[config.mk]
export PLATFORM = sky130hd
export DESIGN_NAME = pmdis_top
export DESIGN_NICKNAME = d
export VERILOG_FILES = /design/src/pmdis_pkg.sv /design/src/pmdis_gate.sv /design/src/pmdis_top.sv
export SDC_FILE = /design/constraint.sdc
export NUM_CORES = 1
export LEC_CHECK = 0
export ABC_CLOCK_PERIOD_IN_PS = 2200
export BUFFER_PORTS_ARGS = -buffer_cell sky130_fd_sc_hd__buf_2
export CAP_MARGIN = 25
export CORE_AREA = 3 3 213 215
export CTS_BUF_LIST = sky130_fd_sc_hd__clkbuf_4 sky130_fd_sc_hd__clkbuf_8
export DETAILED_ROUTE_END_ITERATION = 10
export DIE_AREA = 0 0 216 218
export PLACE_DENSITY = 0.39
export SETUP_SLACK_MARGIN = 0.3
export SLEW_MARGIN = 0
export SYNTH_ARGS = -nofsm -noshare
export SYNTH_HDL_FRONTEND = slang
export SYNTH_SLANG_ARGS = --single-unit
[constraint.sdc]
create_clock -name pclk -period 2.2 [get_ports pclk]
set_input_delay 0.11 -clock pclk [delete_from_list [all_inputs] [get_ports pclk]]
set_output_delay 0.11 -clock pclk [all_outputs]
set_load 0.01 [all_outputs]
[src/pmdis_pkg.sv]
package pmdis_pkg;

  // ****************************************
  // Register map (register indices and their byte addresses)
  // ****************************************
  localparam logic [15:0] OFF_CTRL0_IDX = 16'h010C;
  localparam logic [15:0] OFF_CTRL1_IDX = 16'h010D;
  localparam logic [17:0] OFF_CTRL0_ADDR = 18'h0_0430;
  localparam logic [17:0] OFF_CTRL1_ADDR = 18'h0_0434;
  localparam logic [7:0] OFF_CTRL_RESET = 8'h00;
  localparam int NUM_PERIPH = 16;

  // ****************************************
  // Bit positions in periph_off_ctrl0
  // ****************************************
  localparam int BIT_NV_ACCESS = 0;
  localparam int BIT_CHECKSUM_UNIT = 1;
  localparam int BIT_MEM_SCANNER = 2;
  localparam int BIT_SYSCLK_NET = 3;
  localparam int BIT_CLOCK_TUNING = 4;
  localparam int BIT_PIN_CHANGE_IRQ = 5;
  localparam int BIT_REFCLK_OUT = 6;
  localparam int BIT_TIMER0 = 7;

  // ****************************************
  // Bit positions in periph_off_ctrl1 (plus 8 in the flat vector)
  // ****************************************
  localparam int BIT_TIMER1 = 8;
  localparam int BIT_TIMER3 = 9;
  localparam int BIT_TIMER2 = 10;
  localparam int BIT_TIMER4 = 11;
  localparam int BIT_TIMER6 = 12;
  localparam int BIT_CAPCOMP1 = 13;
  localparam int BIT_CAPCOMP2 = 14;
  localparam int BIT_PULSE_WIDTH1 = 15;

  // Width of one peripheral's output bundle
  localparam int PERIPH_OUT_W = 8;
  localparam logic [7:0] SFR_ZERO = 8'h00;

endpackage : pmdis_pkg

[src/pmdis_gate.sv]
`timescale 1ns/1ps
// ****************************************
// Per-peripheral gate: reset, register masking, output forcing
// ****************************************
module pmdis_gate (
  // Clock and reset
  input wire logic pclk,
  input wire logic presetn,
  // Control
  input wire logic off,
  // Peripheral side
  input wire logic [7:0] periph_out,
  input wire logic [7:0] periph_rdata,
  // Gated side
  output logic periph_rst_n,
  output logic [7:0] gated_out,
  output logic [7:0] gated_rdata,
  output logic sfr_write_ok
);

  typedef struct packed {
    logic rst_n;
    logic [7:0] outs;
  } pmdis_gate_state_t;

  pmdis_gate_state_t state_reg;
  pmdis_gate_state_t state_next;

  always_comb
  begin
    state_next = state_reg;
    // Reset is held for the whole off time; registered so the peripheral sees a clean level
    state_next.rst_n = ~off;
    state_next.outs = off ? 8'h00 : periph_out;
  end

  always_ff @(posedge pclk or negedge presetn)
  begin
    if (!presetn)
    begin
      state_reg <= '0;
    end
    else
    begin
      state_reg <= state_next;
    end
  end

  assign periph_rst_n = state_reg.rst_n;
  assign gated_out = state_reg.outs;
  // Masking follows the bit combinationally so no stale read slips through
  assign gated_rdata = off ? pmdis_pkg::SFR_ZERO : periph_rdata;
  assign sfr_write_ok = ~off;

endmodule : pmdis_gate

[src/pmdis_top.sv]
// The APB register port was chosen for this implementation.
`timescale 1ns/1ps
// Contract
// All disable bits clear after system reset
// Bits read/write; 1 disables, 0 enables
// Disabled peripheral enters lowest power state
// Disabled peripheral held in reset, no function
// Disabled registers: writes dropped, reads zero
// Disabled peripheral outputs forced inactive
// Re-enable resumes with power-on reset values
// Software waits two cycles after re-enable
// First control register at 0x010C, layout
// Memory-access bit blocks memory and control
// Clock-network bit gates full-rate clock only
// Second control register at 0x010D, layout
// Bits act the edge after write
module pmdis_top (
  // APB slave
  input wire logic pclk,
  input wire logic presetn,
  input wire logic psel,
  input wire logic penable,
  input wire logic pwrite,
  input wire logic [17:0] paddr,
  input wire logic [31:0] pwdata,
  output logic [31:0] prdata,
  output logic pready,
  output logic pslverr,
  // Peripheral register access (8-bit bus shared by the 16 peripherals)
  input wire logic [15:0] sfr_sel,
  input wire logic sfr_wr,
  input wire logic [127:0] periph_rdata,
  output logic [15:0] sfr_wr_en,
  output logic [7:0] sfr_rdata,
  // Peripheral resets, clock gates and outputs
  output logic [15:0] periph_rst_n,
  output logic [15:0] periph_clk_en,
  input wire logic [127:0] periph_out,
  output logic [127:0] gated_out,
  // Memory access and clock network
  input wire logic nv_rd_req,
  input wire logic nv_wr_req,
  input wire logic nv_ctrl_wr,
  output logic nv_rd_grant,
  output logic nv_wr_grant,
  output logic nv_ctrl_wr_en,
  output logic fosc_periph_en,
  output logic fosc4_periph_en
);

  // ****************************************
  // State
  // ****************************************
  typedef struct packed {
    logic [15:0] off;
    logic [31:0] rdata;
    logic ready;
    logic slverr;
    logic [15:0] clk_en;
    logic [15:0] wr_en;
    logic [7:0] sfr_rd;
    logic nv_rd;
    logic nv_wr;
    logic nv_ctrl;
    logic fosc_en;
  } pmdis_top_state_t;

  pmdis_top_state_t state_reg;
  pmdis_top_state_t state_next;

  logic [127:0] gated_rdata_w;
  logic [15:0] write_ok_w;

  function automatic logic [1:0] pmdis_decode(input logic [17:0] addr);
    pmdis_decode = {addr == pmdis_pkg::OFF_CTRL1_ADDR, addr == pmdis_pkg::OFF_CTRL0_ADDR};
  endfunction : pmdis_decode

  // ****************************************
  // Per-peripheral gating
  // ****************************************
  genvar gi;
  generate
    for (gi = 0; gi < pmdis_pkg::NUM_PERIPH; gi++)
    begin : g_periph
      pmdis_gate u_gate (
        .pclk(pclk),
        .presetn(presetn),
        .off(state_reg.off[gi]),
        .periph_out(periph_out[gi*8 +: 8]),
        .periph_rdata(periph_rdata[gi*8 +: 8]),
        .periph_rst_n(periph_rst_n[gi]),
        .gated_out(gated_out[gi*8 +: 8]),
        .gated_rdata(gated_rdata_w[gi*8 +: 8]),
        .sfr_write_ok(write_ok_w[gi])
      );
    end
  endgenerate

  // ****************************************
  // Next state
  // ****************************************
  always_comb
  begin
    logic [1:0] hit;
    logic access;
    logic [7:0] rd;
    hit = pmdis_decode(paddr);
    access = psel & penable & ~state_reg.ready;
    rd = 8'h00;
    state_next = state_reg;
    state_next.ready = access;
    state_next.slverr = access & ~(|hit);
    state_next.rdata = 32'h0000_0000;
    if (access && pwrite)
    begin
      // Writes land at the end of the access; the bits act from the next edge
      if (hit[0])
      begin
        state_next.off[7:0] = pwdata[7:0];
      end
      if (hit[1])
      begin
        state_next.off[15:8] = pwdata[7:0];
      end
    end
    if (access && !pwrite)
    begin
      if (hit[0])
      begin
        state_next.rdata = {24'h00_0000, state_reg.off[7:0]};
      end
      if (hit[1])
      begin
        state_next.rdata = {24'h00_0000, state_reg.off[15:8]};
      end
    end
    // Clock stopped on a disabled peripheral is the lowest power condition
    state_next.clk_en = ~state_next.off;
    state_next.wr_en = sfr_sel & write_ok_w & {16{sfr_wr}};
    for (int i = 0; i < pmdis_pkg::NUM_PERIPH; i++)
    begin
      if (sfr_sel[i])
      begin
        rd = rd | gated_rdata_w[i*8 +: 8];
      end
    end
    state_next.sfr_rd = rd;
    // Software is expected to leave a freshly enabled peripheral alone briefly;
    // the gate already holds its reset release a cycle, so no extra guard is kept
    state_next.nv_rd = nv_rd_req & ~state_reg.off[pmdis_pkg::BIT_NV_ACCESS];
    state_next.nv_wr = nv_wr_req & ~state_reg.off[pmdis_pkg::BIT_NV_ACCESS];
    state_next.nv_ctrl = nv_ctrl_wr & ~state_reg.off[pmdis_pkg::BIT_NV_ACCESS];
    state_next.fosc_en = ~state_next.off[pmdis_pkg::BIT_SYSCLK_NET];
  end

  always_ff @(posedge pclk or negedge presetn)
  begin
    if (!presetn)
    begin
      state_reg <= '0;
      state_reg.off <= {pmdis_pkg::OFF_CTRL_RESET, pmdis_pkg::OFF_CTRL_RESET};
      state_reg.clk_en <= 16'hFFFF;
      state_reg.fosc_en <= 1'b1;
    end
    else
    begin
      state_reg <= state_next;
    end
  end

  // ****************************************
  // Outputs
  // ****************************************
  assign prdata = state_reg.rdata;
  assign pready = state_reg.ready;
  assign pslverr = state_reg.slverr;
  assign periph_clk_en = state_reg.clk_en;
  assign sfr_wr_en = state_reg.wr_en;
  assign sfr_rdata = state_reg.sfr_rd;
  assign nv_rd_grant = state_reg.nv_rd;
  assign nv_wr_grant = state_reg.nv_wr;
  assign nv_ctrl_wr_en = state_reg.nv_ctrl;
  assign fosc_periph_en = state_reg.fosc_en;
  // Quarter-rate clock is never touched by this block
  assign fosc4_periph_en = 1'b1;

endmodule : pmdis_top

==> impl_metrics.json <==
{
  "run_status": "finished, final reports clean",
  "top_reg_cell_synth": "sky130_fd_sc_hd__dfrtp_1",
  "clk_transition_reported_paths_ps": 60,
  "synthesis.instances": 608,
  "cp_max_fo": 6,
  "drv_cap": 0,
  "critPathRequiredTime_ps": 2620,
  "power.ir.vdd_worst_v": 0.000368,
  "max_slew_margin": 0.398,
  "final_hold_viol_count": 0,
  "boundaryPins": 554,
  "postSynth.asyncResetShare": 1.00,
  "clock-sinks": 213,
  "rsz_0062_raised_after_global_routing": "yes",
  "report.final.slew_viol_count": 0,
  "globalRouteMet2Util": 0.294,
  "synth_area_per_cell_sq_um": 13.4,
  "post-dp-hpwl_um": 30100,
  "detailedRoute.firstIterationViolations": 266,
  "remaining_drc_errors": 0,
  "via_count": 7810,
  "report.final.setup_viol": 0,
  "setup.worst_path.class": "register to register",
  "layout.nets": 1748,
  "drt_pass_1_iters": 6,
  "post-synth-top-area-fraction": 0.606,
  "cp_arrival_ps": 2270,
  "tritoncts.num_buffers": 42,
  "cts.root.buffer_cell": "sky130_fd_sc_hd__clkbuf_8",
  "clk_path_buf_depth": 3,
  "drt_wl_total_um": 40400,
  "port_buffers": 504,
  "share_of_cells_above_drive_strength_1": 0.472,
  "routedWlPerCell_um": 19.8,
  "grt_max_degree": 61,
  "synth_commonest_cells": "197 x sky130_fd_sc_hd__dfrtp_1, 147 x sky130_fd_sc_hd__nor2b_1, 42 x sky130_fd_sc_hd__buf_4",
  "synth_seq_area_share": 0.657,
  "final_cell_area_sq_um": 15100,
  "routed_via_density": 3.83,
  "placer_congestion_estimate": 0.834,
  "die_w_um": 216,
  "grt_pass1_wl_um": 57000,
  "synth_cell_type_count": 26,
  "vias_in_the_first_global_route": 8643,
  "largest_register_ffs": 128,
  "global_route_hottest_layer": "met2",
  "worst_skew_pair.late_latency_ps": 580,
  "number_of_fillers_in_the_final_layout": 4503,
  "synth_cell_area_sq_um": 8140,
  "fp.coreArea_sq_um": 43900,
  "final_period_minus_worst_setup_slack_ps": 1850,
  "setup_total_negative_slack_ps": 0,
  "clock_tree.htree_level_count": 2,
  "start_util": 0.185,
  "synth_top_cell_by_area": "sky130_fd_sc_hd__dfrtp_1",
  "detail-route-antenna-nets": 0,
  "end_kind": "register",
  "clock_skew_ps": 28.3,
  "areaGrowthSynthToFinish_pct": 85.0,
  "synth-edff-count": 0,
  "netlist_top_cells_area": "sky130_fd_sc_hd__dfrtp_1 61%, sky130_fd_sc_hd__nor2b_1 11%, sky130_fd_sc_hd__dfstp_2 5.2%",
  "pwr_density_cell_nw_per_um2": 638,
  "initial_antenna_violation_count": 5,
  "core.rowCount": 77,
  "placed_cell_area_sq_um": 11500,
  "tightest_slew_ps": 899,
  "total_global_route_track_usage": 0.167,
  "max_clk_rate_mhz": 542,
  "yosys_register_bits": 213,
  "synth_most_common_cell": "sky130_fd_sc_hd__dfrtp_1",
  "cts_tree": "yes",
  "groute.layer.met3.usage": 0.0429,
  "grt-ovfl-total": 0,
  "total_leakage_power_uw": 0.00719,
  "hold_depth": 5,
  "hp-class": "primary input to register",
  "min_period_over_period": 0.839,
  "floorplan.die.height_um": 218,
  "startpoint_type": "register",
  "die_area_sq_um": 47100,
  "worstRegToRegCells": 6,
  "number_of_warning_messages_in_the_yosys_log": 0,
  "globalRouteMet1Util": 0.200
}
worst paths after layout:
path	startpoint	to	slack, ps
setup / recovery	state_reg[83]$_DFF_PN0_	sfr_rdata[6]$_DFF_PN0_	350
hold / removal	periph_rdata[110]	sfr_rdata[6]$_DFF_PN0_	60
setup reg to reg	state_reg[83]$_DFF_PN0_	sfr_rdata[6]$_DFF_PN0_	350
hold reg to reg	state_reg[86]$_DFF_PN0_	g_periph[8].u_gate.periph_rst_n$_DFF_PN0_	630
max in group asynchronous	presetn	periph_clk_en[3]$_DFF_PN1_	1400
min in group asynchronous	presetn	g_periph[9].u_gate.periph_rst_n$_DFF_PN0_	70
critical path, cell delays in order, from the launching register on:
cell	delay [ps]
sky130_fd_sc_hd__dfrtp_1	360
sky130_fd_sc_hd__nor2b_2	50
sky130_fd_sc_hd__buf_4	180
sky130_fd_sc_hd__a22o_1	230
sky130_fd_sc_hd__dlygate4sd3_1	570
sky130_fd_sc_hd__a221oi_2	170
sky130_fd_sc_hd__nand4_1	130
metrics by stage:
stage / hold WS, ps / utilization / instances / setup slack [ps] / total power (uW)
final: 63.1 / 0.343 / 2040 / 353 / 9600
after global routing: 22.7 / 0.343 / 2040 / 239 / 10100
after CTS: 17.0 / 0.342 / 2037 / 325 / 9800
after detailed placement: 75.7 / 0.262 / 1697 / 314 / 5230
after global placement: 72.1 / 0.262 / 1697 / 357 / 5220
after floorplan: -186 / - / 631 / 355 / 4520
power breakdown:
part | leakage [uW] | switching (uW) | internal (uW)
clock network | 0.000452 | 1780 | 2290
logic | 0.00426 | 647 | 789
registers | 0.00247 | 35.9 | 4060
final cells by class:
type / count / area [sq um] / share of cell area
Multi-Input combinational cell: 322 / 2380 / 0.158
Timing Repair Buffer: 821 / 5660 / 0.376
Inverter: 17 / 63.8 / 0.00424
Clock inverter: 11 / 66.3 / 0.00440
Tap cell: 592 / 741 / 0.0492
Antenna cell: 1 / 2.50 / 0.000166
Sequential cell: 213 / 5350 / 0.355
Clock buffer: 63 / 786 / 0.0522
timing repair:
action                                 in CTS  in global routing
hold buffers                              266                  3
buffers inserted                            0                  0
endpoints found under the hold margin     389                  1
gates resized for setup                     0                  3
setup endpoints to repair                   0                  3
logic make-up (layout without fill, tap and decap cells):
| group | after synthesis | count (layout) | synth area share |
|---|---|---|---|
| flops | 213 | 213 | 0.657 |
| buf+inv | 96 | 912 | 0.0666 |
| compound gates | 64 | 64 | 0.0689 |
| simple gates | 193 | 193 | 0.153 |
| mux | 40 | 40 | 0.0535 |
| other cells | 2 | 26 | 0.000923 |
routing by layer:
metal / vias up / share of wire
met5: - / 0
met4: 0 / 0.023
met3: 57 / 0.074
met2: 382 / 0.50
met1: 3776 / 0.40
li1: 3595 / -
cells in the final DEF, fill, tap and decap left out, types with 24 or more instances in the layout:
master	netlist	layout
sky130_fd_sc_hd__dlygate4sd3_1	0	268
sky130_fd_sc_hd__conb_1	2	25
sky130_fd_sc_hd__nor2b_1	147	131
sky130_fd_sc_hd__dfrtp_1	197	197
sky130_fd_sc_hd__clkbuf_8	0	50
sky130_fd_sc_hd__a22o_1	32	32
sky130_fd_sc_hd__mux2i_1	24	24
sky130_fd_sc_hd__a221oi_1	32	30
sky130_fd_sc_hd__buf_4	42	42
sky130_fd_sc_hd__buf_2	1	503
Note: power is estimated with default switching activity, not from simulation.
